`src/common/sra_pkg.sv`:
```
package sra_pkg;
   // ************************************************************
   // frame layout
   // ************************************************************
   localparam int CMD_BITS = 16;
   localparam int ADDR_BITS = 7;
   localparam int MODE_POS = 7;
   localparam int DATA_LSB = 8;
   localparam logic [4:0] CNT_ADDR_DONE = 5'h07;
   localparam logic [4:0] CNT_FULL = 5'h10;
   localparam logic [4:0] CNT_OVER = 5'h11;
   // ************************************************************
   // register addresses
   // ************************************************************
   localparam logic [6:0] ADR_OPT_TRIM_H = 7'h35;
   localparam logic [6:0] ADR_OSC_CAL_H = 7'h36;
   localparam logic [6:0] ADR_CDR_LIM_H = 7'h3C;
   localparam logic [6:0] ADR_CDR_LIM_L = 7'h3D;
   localparam logic [6:0] ADR_SUPPLY_STATUS_SECOND = 7'h40;
   localparam logic [6:0] ADR_SUPPLY_STATUS_FIRST = 7'h41;
   localparam logic [6:0] ADR_THERMAL_STATUS = 7'h42;
   localparam logic [6:0] ADR_DEV_COND = 7'h43;
   localparam logic [6:0] ADR_SELECTIVE_WAKE_STATUS = 7'h70;
   localparam logic [6:0] ADR_ECNT_STAT = 7'h71;
   // ************************************************************
   // implemented-bit masks, reserved bits are zero here
   // ************************************************************
   localparam logic [7:0] MSK_OPT_TRIM_H = 8'h9F;
   localparam logic [7:0] MSK_FULL = 8'hFF;
   localparam logic [7:0] MSK_SUPPLY_STATUS_SECOND = 8'h5F;
   localparam logic [7:0] MSK_THERM = 8'h07;
   localparam logic [7:0] MSK_DEV_COND = 8'hCF;
   localparam logic [7:0] MSK_SELECTIVE_WAKE_STATUS = 8'h4F;
   localparam logic [7:0] MSK_ECNT = 8'h3F;
   // ************************************************************
   // reset and restart values, keep mask marks don't-change bits
   // ************************************************************
   localparam logic [7:0] POR_CTRL = 8'h00;
   localparam logic [7:0] POR_STAT = 8'h00;
   localparam logic [7:0] POR_SUPPLY_STATUS_FIRST = 8'h80;
   localparam logic [7:0] RST_CTRL = 8'h00;
   localparam logic [7:0] KEEP_CTRL = 8'hFF;
   localparam logic [7:0] RST_STAT = 8'h00;
   localparam logic [7:0] KEEP_STAT = 8'hFF;
   localparam logic [7:0] KEEP_NONE = 8'h00;
   // ************************************************************
   // carriers
   // ************************************************************
   typedef struct packed {
      logic sclk;
      logic csn;
      logic mosi;
   } sra_pins_t;
   typedef struct packed {
      logic [7:0] sup2;
      logic [7:0] sup1;
      logic [7:0] therm;
      logic [7:0] dev;
   } sra_evt_t;
   typedef struct packed {
      logic [7:0] osc_cal_h;
      logic [7:0] swk;
      logic [7:0] ecnt;
   } sra_ro_t;
   typedef struct packed {
      logic [7:0] opt_trim_h;
      logic [7:0] cdr_lim_h;
      logic [7:0] cdr_lim_l;
   } sra_ctrl_t;
   typedef enum logic [1:0] {
      SRA_IDLE = 2'b00,
      SRA_SHIFT = 2'b01
   } sra_fsm_t;
   typedef struct packed {
      sra_fsm_t fsm;
      logic [2:0] sclk_s;
      logic [2:0] csn_s;
      logic [1:0] mosi_s;
      logic [4:0] cnt;
      logic [15:0] rx;
      logic [7:0] tx;
      logic miso;
      logic wr_pulse;
      logic wr_mode;
      logic [6:0] wr_addr;
      logic [7:0] wr_data;
   } sra_st_t;
endpackage

```
`src/core/sra_reg_cell.sv`:
```
`timescale 1ns/1ps
`default_nettype none
module sra_reg_cell
   import sra_pkg::*;
#(
   parameter logic [7:0] POR_VAL = 8'h00,
   parameter logic [7:0] RST_VAL = 8'h00,
   parameter logic [7:0] KEEP_MSK = 8'h00,
   parameter logic [7:0] BIT_MSK = 8'hFF,
   parameter bit CLR_ON_WR = 1'b0
) (
   input wire logic core_clk,
   input wire logic reset_n,
   input wire logic soft_rst,
   input wire logic restart,
   input wire logic wr_en,
   input wire logic [7:0] wr_data,
   input wire logic [7:0] hw_set,
   output logic [7:0] q
);
   logic [7:0] q_r;
   logic [7:0] q_nxt;
   // priority: soft reset, restart, write; hardware set always lands last
   always_comb begin
      q_nxt = q_r;
      if (soft_rst) begin
         q_nxt = POR_VAL;
      end else if (restart) begin
         q_nxt = (q_r & KEEP_MSK) | (RST_VAL & ~KEEP_MSK);
      end else if (wr_en) begin
         // status flags clear on write, control bits take the byte
         q_nxt = CLR_ON_WR ? 8'h00 : wr_data;
      end
      // set beats clear so no event is lost in the clearing cycle
      q_nxt = (q_nxt | hw_set) & BIT_MSK;
   end
   // register the byte, no other source can move it
   always_ff @(posedge core_clk or negedge reset_n) begin
      if (!reset_n) begin
         q_r <= POR_VAL & BIT_MSK;
      end else begin
         q_r <= q_nxt;
      end
   end
   assign q = q_r;
endmodule // sra_reg_cell
`default_nettype wire

```
`src/core/sra_spi_bank.sv`:
```
`timescale 1ns/1ps
`default_nettype none
module sra_spi_bank
   import sra_pkg::*;
(
   input wire logic core_clk,
   input wire logic reset_n,
   input wire sra_pins_t pins,
   output logic miso_o,
   output logic miso_oe_n,
   input wire logic soft_rst,
   input wire logic restart,
   input wire sra_evt_t evt,
   input wire sra_ro_t ro_in,
   output sra_ctrl_t ctrl
);
   // ************************************************************
   // state and decode helpers
   // ************************************************************
   sra_st_t st_r;
   sra_st_t st_nxt;
   logic sclk_rise;
   logic sclk_fall;
   logic csn_rise;
   logic csn_fall;
   logic [7:0] q_sup2;
   logic [7:0] q_sup1;
   logic [7:0] q_therm;
   logic [7:0] q_dev;
   logic [7:0] q_opt;
   logic [7:0] q_cdrh;
   logic [7:0] q_cdrl;
   logic [7:0] echo_now;

   // edges from the second and third sync stages only
   assign sclk_rise = st_r.sclk_s[1] & ~st_r.sclk_s[2];
   assign sclk_fall = ~st_r.sclk_s[1] & st_r.sclk_s[2];
   assign csn_rise = st_r.csn_s[1] & ~st_r.csn_s[2];
   assign csn_fall = ~st_r.csn_s[1] & st_r.csn_s[2];

   // one location per register, unmapped addresses read as zero
   function automatic logic [7:0] rd_mux(input logic [6:0] a);
      logic [7:0] v;
      v = 8'h00;
      case (a)
         ADR_OPT_TRIM_H: v = q_opt;
         ADR_OSC_CAL_H: v = ro_in.osc_cal_h;
         ADR_CDR_LIM_H: v = q_cdrh;
         ADR_CDR_LIM_L: v = q_cdrl;
         ADR_SUPPLY_STATUS_SECOND: v = q_sup2;
         ADR_SUPPLY_STATUS_FIRST: v = q_sup1;
         ADR_THERMAL_STATUS: v = q_therm;
         ADR_DEV_COND: v = q_dev;
         ADR_SELECTIVE_WAKE_STATUS: v = ro_in.swk & MSK_SELECTIVE_WAKE_STATUS;
         ADR_ECNT_STAT: v = ro_in.ecnt & MSK_ECNT;
         default: v = 8'h00;
      endcase
      return v;
   endfunction

   // present content of the addressed byte; a plain signal so the echo check can look back at it
   always_comb begin
      echo_now = rd_mux(st_r.rx[ADDR_BITS-1:0]);
   end

   // ************************************************************
   // serial frame engine
   // ************************************************************
   // sclk idles low; mosi sampled on rise, miso moved on fall, lsb first
   always_comb begin
      st_nxt = st_r;
      st_nxt.sclk_s = {st_r.sclk_s[1:0], pins.sclk};
      st_nxt.csn_s = {st_r.csn_s[1:0], pins.csn};
      st_nxt.mosi_s = {st_r.mosi_s[0], pins.mosi};
      st_nxt.wr_pulse = 1'b0;
      case (st_r.fsm)
         SRA_IDLE: begin
            st_nxt.miso = 1'b0;
            if (csn_fall) begin
               st_nxt.fsm = SRA_SHIFT;
               st_nxt.cnt = 5'h00;
               st_nxt.rx = 16'h0000;
               st_nxt.tx = 8'h00;
            end
         end
         SRA_SHIFT: begin
            if (csn_rise) begin
               st_nxt.fsm = SRA_IDLE;
               // a cut frame may end with a data bit up; drop it with the enable
               st_nxt.miso = 1'b0;
               // only a whole sixteen-bit frame may commit
               if (st_r.cnt == CNT_FULL) begin
                  st_nxt.wr_mode = st_r.rx[MODE_POS];
                  st_nxt.wr_addr = st_r.rx[ADDR_BITS-1:0];
                  st_nxt.wr_data = st_r.rx[CMD_BITS-1:DATA_LSB];
                  st_nxt.wr_pulse = st_r.rx[MODE_POS];
               end
            end else if (sclk_rise) begin
               if (st_r.cnt < CNT_FULL) begin
                  st_nxt.rx[st_r.cnt[3:0]] = st_r.mosi_s[1];
               end
               // saturate so an over-long frame stays invalid
               if (st_r.cnt != CNT_OVER) begin
                  st_nxt.cnt = st_r.cnt + 5'h01;
               end
               // snapshot before any commit, so a write echoes the old byte
               if (st_r.cnt == CNT_ADDR_DONE) begin
                  st_nxt.tx = rd_mux(st_r.rx[ADDR_BITS-1:0]);
               end
            end else if (sclk_fall) begin
               if (st_r.cnt >= 5'h08 && st_r.cnt < CNT_FULL) begin
                  st_nxt.miso = st_r.tx[st_r.cnt[2:0]];
               end else begin
                  st_nxt.miso = 1'b0;
               end
            end
         end
         default: begin
            st_nxt.fsm = SRA_IDLE;
         end
      endcase
   end

   always_ff @(posedge core_clk or negedge reset_n) begin
      if (!reset_n) begin
         st_r <= '{fsm: SRA_IDLE, sclk_s: 3'h0, csn_s: 3'h7, mosi_s: 2'h0,
                   cnt: 5'h00, rx: 16'h0000, tx: 8'h00, miso: 1'b0,
                   wr_pulse: 1'b0, wr_mode: 1'b0, wr_addr: 7'h00, wr_data: 8'h00};
      end else begin
         st_r <= st_nxt;
      end
   end

   // miso driven only inside a frame; enable low means driving
   assign miso_o = st_r.miso;
   assign miso_oe_n = (st_r.fsm == SRA_SHIFT) ? 1'b0 : 1'b1;

   // ************************************************************
   // register bank
   // ************************************************************
   // control bytes: the master owns them, only a soft reset touches them here
   sra_reg_cell #(.POR_VAL(POR_CTRL), .RST_VAL(RST_CTRL), .KEEP_MSK(KEEP_CTRL),
      .BIT_MSK(MSK_OPT_TRIM_H), .CLR_ON_WR(1'b0)) u_opt (
      .core_clk(core_clk), .reset_n(reset_n), .soft_rst(soft_rst), .restart(restart),
      .wr_en(st_r.wr_pulse && st_r.wr_addr == ADR_OPT_TRIM_H),
      .wr_data(st_r.wr_data), .hw_set(8'h00), .q(q_opt)
   );
   sra_reg_cell #(.POR_VAL(POR_CTRL), .RST_VAL(RST_CTRL), .KEEP_MSK(KEEP_CTRL),
      .BIT_MSK(MSK_FULL), .CLR_ON_WR(1'b0)) u_cdrh (
      .core_clk(core_clk), .reset_n(reset_n), .soft_rst(soft_rst), .restart(restart),
      .wr_en(st_r.wr_pulse && st_r.wr_addr == ADR_CDR_LIM_H),
      .wr_data(st_r.wr_data), .hw_set(8'h00), .q(q_cdrh)
   );
   sra_reg_cell #(.POR_VAL(POR_CTRL), .RST_VAL(RST_CTRL), .KEEP_MSK(KEEP_CTRL),
      .BIT_MSK(MSK_FULL), .CLR_ON_WR(1'b0)) u_cdrl (
      .core_clk(core_clk), .reset_n(reset_n), .soft_rst(soft_rst), .restart(restart),
      .wr_en(st_r.wr_pulse && st_r.wr_addr == ADR_CDR_LIM_L),
      .wr_data(st_r.wr_data), .hw_set(8'h00), .q(q_cdrl)
   );
   // status bytes: hardware sets, a write-mode access clears
   sra_reg_cell #(.POR_VAL(POR_STAT), .RST_VAL(RST_STAT), .KEEP_MSK(KEEP_STAT),
      .BIT_MSK(MSK_SUPPLY_STATUS_SECOND), .CLR_ON_WR(1'b1)) u_sup2 (
      .core_clk(core_clk), .reset_n(reset_n), .soft_rst(soft_rst), .restart(restart),
      .wr_en(st_r.wr_pulse && st_r.wr_addr == ADR_SUPPLY_STATUS_SECOND),
      .wr_data(st_r.wr_data), .hw_set(evt.sup2), .q(q_sup2)
   );
   sra_reg_cell #(.POR_VAL(POR_SUPPLY_STATUS_FIRST), .RST_VAL(RST_STAT), .KEEP_MSK(KEEP_STAT),
      .BIT_MSK(MSK_FULL), .CLR_ON_WR(1'b1)) u_sup1 (
      .core_clk(core_clk), .reset_n(reset_n), .soft_rst(soft_rst), .restart(restart),
      .wr_en(st_r.wr_pulse && st_r.wr_addr == ADR_SUPPLY_STATUS_FIRST),
      .wr_data(st_r.wr_data), .hw_set(evt.sup1), .q(q_sup1)
   );
   sra_reg_cell #(.POR_VAL(POR_STAT), .RST_VAL(RST_STAT), .KEEP_MSK(KEEP_STAT),
      .BIT_MSK(MSK_THERM), .CLR_ON_WR(1'b1)) u_therm (
      .core_clk(core_clk), .reset_n(reset_n), .soft_rst(soft_rst), .restart(restart),
      .wr_en(st_r.wr_pulse && st_r.wr_addr == ADR_THERMAL_STATUS),
      .wr_data(st_r.wr_data), .hw_set(evt.therm), .q(q_therm)
   );
   sra_reg_cell #(.POR_VAL(POR_STAT), .RST_VAL(RST_STAT), .KEEP_MSK(KEEP_STAT),
      .BIT_MSK(MSK_DEV_COND), .CLR_ON_WR(1'b1)) u_dev (
      .core_clk(core_clk), .reset_n(reset_n), .soft_rst(soft_rst), .restart(restart),
      .wr_en(st_r.wr_pulse && st_r.wr_addr == ADR_DEV_COND),
      .wr_data(st_r.wr_data), .hw_set(evt.dev), .q(q_dev)
   );
   // read-only bytes are live views; writes to them simply find no cell
   assign ctrl = '{opt_trim_h: q_opt, cdr_lim_h: q_cdrh, cdr_lim_l: q_cdrl};
endmodule // sra_spi_bank
`default_nettype wire

```
`config.mk`:
```
export PLATFORM = sky130hd
export DESIGN_NAME = sra_spi_bank
export DESIGN_NICKNAME = d
export VERILOG_FILES = /design/src/common/sra_pkg.sv /design/src/core/sra_reg_cell.sv /design/src/core/sra_spi_bank.sv
export SDC_FILE = /design/constraint.sdc
export NUM_CORES = 1
export LEC_CHECK = 0
export BUFFER_PORTS_ARGS = -buffer_cell sky130_fd_sc_hd__buf_2
export CAP_MARGIN = 20
export CORE_UTILIZATION = 55
export CTS_CLUSTER_DIAMETER = 60
export CTS_CLUSTER_SIZE = 25
export DETAILED_ROUTE_END_ITERATION = 10
export PLACE_DENSITY = 0.78
export SLEW_MARGIN = 20
export SYNTH_ARGS = -nofsm -noshare
export SYNTH_HDL_FRONTEND = slang
export SYNTH_SLANG_ARGS = --single-unit
```
`constraint.sdc`:
```
create_clock -name core_clk -period 4.6 [get_ports core_clk]
set_input_delay 0.23 -clock core_clk [delete_from_list [all_inputs] [get_ports core_clk]]
set_output_delay 0.23 -clock core_clk [all_outputs]
set_load 0.01 [all_outputs]
```
==> results.sh, run 1 <==
export IMPL_status="completed"
export IMPL_grt_pass1_vias=3536
export IMPL_nets=565
export IMPL_via_count=3642
export IMPL_path_buf_inv=1
export IMPL_cts_htree_levels=3
export IMPL_antennaDiodeCount=0
export IMPL_cp_required_ps=4850
export IMPL_route_detailed_drc=0
export IMPL_gp_congestion=0.8783
export IMPL_post_cts_buffers=0
export IMPL_routed_wl_um=10840
export IMPL_cp_top_family="compound AO/OA/AOI/OAI gates"
export IMPL_antenna_left=0
export IMPL_slew_headroom_pct=40.51
export IMPL_dp_cells=588
export IMPL_seq_area_frac_synth_pct=51.78
export IMPL_synth_flop_cell="dfrtp_1"
export IMPL_dpl_worst_slack_ps=2113
export IMPL_path_max_fanout=24
export IMPL_grt_remaining_overflow=0
export IMPL_synth_cell_types=59
export IMPL_die_area_mm2=0.009183
export IMPL_crit_type="reg2reg"
export IMPL_syn_avg_cell_area_um2=11.13
export IMPL_cap_violations=0
export IMPL_die_h_um=95.83
export IMPL_setup_viol=0
export IMPL_fin_crit_sh_pct=54.53
export IMPL_slew_viol_final=0
export IMPL_finalHoldViolCount=0
export IMPL_slowest_stage="o31a_1"
export IMPL_synth_area_mm2=0.004842
export IMPL_power_density_mw_per_mm2=420.9
export IMPL_placement_io_buffers=72
export IMPL_ys_warn_count=0
export IMPL_clock_latency_ps=360
export IMPL_skew_ps=8.640
export IMPL_die_w_um=95.83
export IMPL_crit_start="st_r[55]$_DFFE_PN0P_"
export IMPL_cts_buffers=9
export IMPL_leakage_nw=2.833
export IMPL_finalWorstSetupSlack_ps=2092
export IMPL_power_total_mw=2.302
export IMPL_synth_edf_count=0
export IMPL_drtIter0Drc=151
export IMPL_stdcell_count=608
export IMPL_worstMarginPinSlew_ps=889.8
export IMPL_min_path_type="in2reg"
export IMPL_hpwl_um=7636
export IMPL_ir_drop_uv=276.5
export IMPL_cp_cell_sequence="inv_1 -> o31a_1 -> nor2_2 -> o311a_1 -> a22o_1"
export IMPL_period_needed_ps=2508
export IMPL_route_detailed_wl_per_inst_um=17.83
export IMPL_cts_reportedPaths_clkPinSlew_ps=90
export IMPL_io_pins=89
export IMPL_syn_inst=435
export IMPL_grt_use_total_pct=25.08
export IMPL_antenna_found_initial=0
export IMPL_area_delta_synth_final_pct=12.95
export IMPL_cts_resized=0
export IMPL_firstDrtPassIters=5
export IMPL_crit_path_max_incr_delay_ps=750
export IMPL_yosysTopAreaCellShare_pct=49.61
export IMPL_core_mm2=0.008382
export IMPL_layout_drive_gt1_share_pct=23.86
export IMPL_root_buffer="clkbuf_8"
export IMPL_min_delay_start="evt[3]"
export IMPL_finalSetupTns_ps=0
export IMPL_max_clock_freq_ghz=0.3987
export IMPL_cts_sinks=100
export IMPL_synth_seq_cells=100
export IMPL_clock_path_buffers=2
export IMPL_grt_max_degree=58
export IMPL_fp_row_count=33
export IMPL_yosys_area_top_type="dfrtp_1"
export IMPL_cp_end_kind="flip-flop"
export IMPL_initial_core_util_pct=57.77
export IMPL_rsz0062_at_grt="false"
export IMPL_grt_pass1_wl_um=17260
export IMPL_critPathLaunchType="flip-flop"
export IMPL_reg2reg_from="st_r[55]$_DFFE_PN0P_"
export IMPL_synth_area_leaders="dfrtp_1 (50%), mux2i_1 (10%), a21o_1 (3.7%), mux2_2 (3.7%), nand2_1 (3.4%)"
export IMPL_vias_per_cell=5.990
export IMPL_tritoncts="yes"
export IMPL_async_reset_ff_share_pct=100.0
export IMPL_critPathArrivalTime_ps=2760
[cell type report]
| cell class | instances | area (um2) |
|---|---|---|
| sequential | 100 | 2507 |
| fill | 648 | 2913 |
| clock inverter | 6 | 87.58 |
| multi-input combinational | 303 | 2175 |
| clock buffer | 10 | 127.6 |
| tap | 105 | 131.4 |
| timing repair buffer | 78 | 417.9 |
| inverter | 6 | 22.52 |
[power breakdown]
group / switching (mW) / leakage [nW] / internal (mW)
clock: 0.298 / 0.111 / 0.309
combinational: 0.298 / 1.45 / 0.247
sequential: 0.184 / 1.28 / 0.966
[layer usage]
metal	up-vias	global-route usage [%]	part of all wire [%]
met1	1795	32.76	43
met5	-	0	0
met4	0	7.711	1.4
met3	15	6.398	7.4
met2	148	41.19	48
li1	1684	-	-
[flip-flops by register name (all words and copies together) (netlist names)]
register and count:
u_dev.q 6, st_r 49, u_opt.q 6, st_nxt 5, u_sup1.q 8, u_sup2.q 6
u_therm.q 3, u_cdrh.q 8, miso_o 1, u_cdrl.q 8
[kinds of logic after synthesis]
group	share of synthesized area (%)
other	0.07745
buffers and inverters	3.385
AOI/OAI and AO/OA	14.21
adders and majority gates	1.034
and+or+nand+nor	13.13
muxes	16.38
DFF	51.78
[cell usage after synthesis (5+ instances only)]
cell type  number
a211oi_1        5
a21o_1         24
a21oi_1        12
a22o_1         10
buf_2           8
clkbuf_1       11
dfrtp_1        96
inv_1           6
mux2_2         16
mux2i_1        50
mux4_2          5
nand2_1        44
nand3_1         8
nor2_1         35
nor3_1          5
o21ai_0         9
o21ai_1        16
[path summary, 6_finish.rpt]
kind / end / slack (ps) / depth (start not counted)
max: st_r[22]$_DFFE_PN0P_ / 2090 / 5
min: u_dev.q[3]$_DFF_PN0_ / 40 / 2
max reg2reg: st_r[22]$_DFFE_PN0P_ / 2090 / 5
min reg2reg: st_nxt[54]$_DFF_PN0_ / 360 / 0
max in group asynchronous: miso_o$_DFFE_PN0P_ / 3080 / 3
min in group asynchronous: u_sup2.q[3]$_DFF_PN0_ / 380 / 2
[cell usage in the layout (no fill, tap or decap), types with 2 or more instances in the layout]
cell type      count
nand4_1            3
and3_1             3
nand3b_1           3
bufinv_16          2
o22ai_1            4
nor3_1             5
clkbuf_8           9
conb_1             2
a21o_1            24
mux2i_1           50
o32ai_1            2
nor2b_1            3
buf_2             71
o21ai_0            9
nor2_1            35
a21oi_1           12
dfrtp_1           96
a22oi_1            2
buf_4              3
nand2b_1           4
a211o_1            3
inv_1              6
nand2_1           44
clkinv_2           2
ha_1               4
dlygate4sd3_1      4
a31oi_1            3
mux4_2             5
or3b_1             3
a22o_1            10
inv_6              2
dfstp_2            4
a211oi_1           5
nand3_1            8
o21ai_1           16
mux2_2            16
[what timing repair did]
action                                  in CTS  in global routing
endpoints found under the hold margin       46                  0
endpoints found under the setup margin       0                  0
hold buffers                                 4                  0
[through the flow]
| step | hold slack (ps) | utilization (%) | area (um2) |
|---|---|---|---|
| finish | 44.09 | 65.25 | 5469 |
| CTS | 26.38 | 65.25 | 5469 |
| global route | 32.57 | 65.25 | 5469 |
| detailed placement | 249.7 | 62.20 | 5214 |
| global placement | 248.6 | 62.20 | 5214 |
| floorplan | -65.59 | - | 4846 |
Power figures use the tool's default switching activity.
==> run 2, diff against run 1 <==
Settings changed: CORE_UTILIZATION 55 to 50, PLACE_DENSITY 0.78 to 0.75.
Clock period 4.6 ns to 2 ns, I/O delays scaled along.
==> run 2 against run 1 <==
  * Total power up 140%
  * Sequential share of layout area fell by 3.5 points
  * Sequential cell count is the same
  * Critical endpoint is now st_r[24]$_DFFE_PN0P_
  * Highest routed layer unchanged
==> results.sh, run 2 (synthesis results as in run 1) <==
export IMPL_root_buffer="clkbuf_8"
export IMPL_grt_pass1_wl_um=19680
export IMPL_critPathArrivalTime_ps=2150
export IMPL_power_total_mw=5.487
export IMPL_via_count=3810
export IMPL_layout_drive_gt1_share_pct=26.41
export IMPL_route_detailed_drc=0
export IMPL_reg2reg_from="st_r[28]$_DFFE_PN0P_"
export IMPL_area_delta_synth_final_pct=22.40
export IMPL_nets=611
export IMPL_hpwl_um=8671
export IMPL_holdPathEnd="st_r[23]$_DFFE_PN0P_"
export IMPL_crit_path_max_incr_delay_ps=520
export IMPL_clock_latency_ps=370
export IMPL_setup_viol=0
export IMPL_busiest_layer="met2"
export IMPL_vias_per_cell=5.619
export IMPL_power_density_mw_per_mm2=925.8
export IMPL_cp_end_kind="flip-flop"
export IMPL_tritoncts="yes"
export IMPL_finalSetupTns_ps=0
export IMPL_critPathLaunchType="flip-flop"
export IMPL_core_mm2=0.009328
export IMPL_ff2ff_setup_slack_ps=160
export IMPL_fin_crit_sh_pct=91.98
export IMPL_min_delay_start="ro_in[21]"
export IMPL_die_w_um=100.4
export IMPL_reg2regPathDepth=5
export IMPL_finalWorstSetupSlack_ps=160.4
export IMPL_path_buf_inv=1
export IMPL_drtIter0Drc=189
export IMPL_critical_path_depth=5
export IMPL_cap_violations=0
export IMPL_routed_wl_um=12010
export IMPL_postLayoutCoreUtil_pct=63.54
export IMPL_whs_path_depth=3
export IMPL_io_pins=89
export IMPL_path_max_fanout=7
export IMPL_fp_row_count=35
export IMPL_grt_use_met3_pct=4.735
export IMPL_skew_ps=9.367
export IMPL_max_clock_freq_ghz=0.5436
export IMPL_largest_reg_flops=49
export IMPL_stdcell_count=678
export IMPL_antenna_left=0
export IMPL_initial_core_util_pct=51.91
export IMPL_gp_congestion=0.9072
export IMPL_cts_buffers=9
export IMPL_min_path_type="in2reg"
export IMPL_die_h_um=100.4
export IMPL_cp_top_family="simple AND/OR/NAND/NOR gates"
export IMPL_post_cts_buffers=0
export IMPL_timing_rr_end="st_r[24]$_DFFE_PN0P_"
export IMPL_multi_input_area_mm2=0.002175
export IMPL_period_needed_ps=1840
export IMPL_cp_required_ps=2310
export IMPL_grt_use_total_pct=25.90
export IMPL_slew_headroom_pct=54.34
export IMPL_fillers=765
export IMPL_slowest_stage="or3b_1"
export IMPL_cts_reportedPaths_clkPinSlew_ps=90
export IMPL_die_area_mm2=0.01008
export IMPL_route_detailed_wl_per_inst_um=17.71
export IMPL_finalHoldViolCount=0
export IMPL_grt_remaining_overflow=0
export IMPL_dpl_worst_slack_ps=121.3
export IMPL_clock_path_buffers=2
export IMPL_worstMarginPinSlew_ps=684.8
export IMPL_regMostFlops="st_r"
export IMPL_antenna_found_initial=0
export IMPL_status="completed"
export IMPL_slew_viol_final=0
export IMPL_final_common_cell="dfrtp_1"
export IMPL_cts_htree_levels=3
export IMPL_layout_common_cells="dfrtp_1 (95), buf_2 (71), mux2i_1 (50)"
export IMPL_cp_cell_sequence="or3b_1 -> nor3_4 -> buf_4 -> o311a_1 -> a22o_1"
export IMPL_firstDrtPassIters=4
export IMPL_met2_usage_pct=43.94
export IMPL_antennaDiodeCount=0
export IMPL_cts_sinks=100
export IMPL_leakage_nw=3.039
export IMPL_rsz0062_at_grt="false"
export IMPL_grt_max_degree=46
export IMPL_ir_drop_uv=609.0
export IMPL_met1_usage_pct=33.21
export IMPL_crit_type="reg2reg"
export IMPL_placement_io_buffers=72
export IMPL_crit_start="st_r[28]$_DFFE_PN0P_"
export IMPL_dp_cells=635
export IMPL_grt_pass1_vias=3916
export IMPL_regArea_mm2=0.002509
[run 2: cell types whose count changed in the layout (fill, tap and decap cells not counted)]
cell / before / now
dfrtp_2: 0 / 1
clkinvlp_4: 0 / 2
inv_6: 2 / 0
clkinv_4: 0 / 1
bufinv_16: 2 / 1
buf_12: 0 / 3
clkbuf_8: 9 / 10
dlygate4sd3_1: 4 / 27
dfrtp_1: 96 / 95
clkbuf_1: 1 / 0
buf_4: 3 / 23
[run 2: report_power, final]
part / internal (mW) / total, mW / switching (mW) / leakage (nW)
registers: 2.23 / 2.49 / 0.264 / 1.27
logic: 0.774 / 1.69 / 0.918 / 1.67
clock network: 0.610 / 1.30 / 0.695 / 0.0983
[run 2: worst max path at each step]
stage | endpoint | slack, ps
final | st_r[24]$_DFFE_PN0P_ | 160
after floorplan | st_r[18]$_DFFE_PN0P_ | 260
after global placement | st_r[18]$_DFFE_PN0P_ | 150
after detailed placement | st_r[19]$_DFFE_PN0P_ | 120
after global routing | st_r[20]$_DFFE_PN0P_ | 40
after CTS | st_r[19]$_DFFE_PN0P_ | 100
[run 2: metrics by stage]
step                hold WS, ps  area (um2)
CTS                       23.95        5926
floorplan                -195.6        4846
global placement          104.3        5454
detailed placement        112.1        5454
global route              39.60        5927
finish                    28.25        5927
[run 2: layout make-up]
cell class | instances | share of cell area (%)
Sequential cell | 100 | 42.33
Timing Repair Buffer | 124 | 14.48
Clock inverter | 6 | 1.077
Multi-Input combinational cell | 303 | 36.69
Clock buffer | 10 | 2.322
Tap cell | 129 | 2.723
Inverter | 6 | 0.3800
[run 2: per-layer routing]
metal,up-vias,share of wire [%]
met1,1917,43
met5,-,0
met3,19,4.3
met2,89,50
li1,1785,-
met4,0,2.1
[run 2: worst register-to-register path: cells and delay by family (launching register included)]
kind	cells	cell delay, ps
AOI/OAI and AO/OA	2	390
buffers and inverters	1	200
DFF	1	400
and+or+nand+nor	2	800
[run 2: repair_timing]
item	4_1_cts	5_1_grt
setup endpoints to repair	0	1
resized for setup	0	1
endpoints found under the hold margin	63	0
hold buffers	27	0
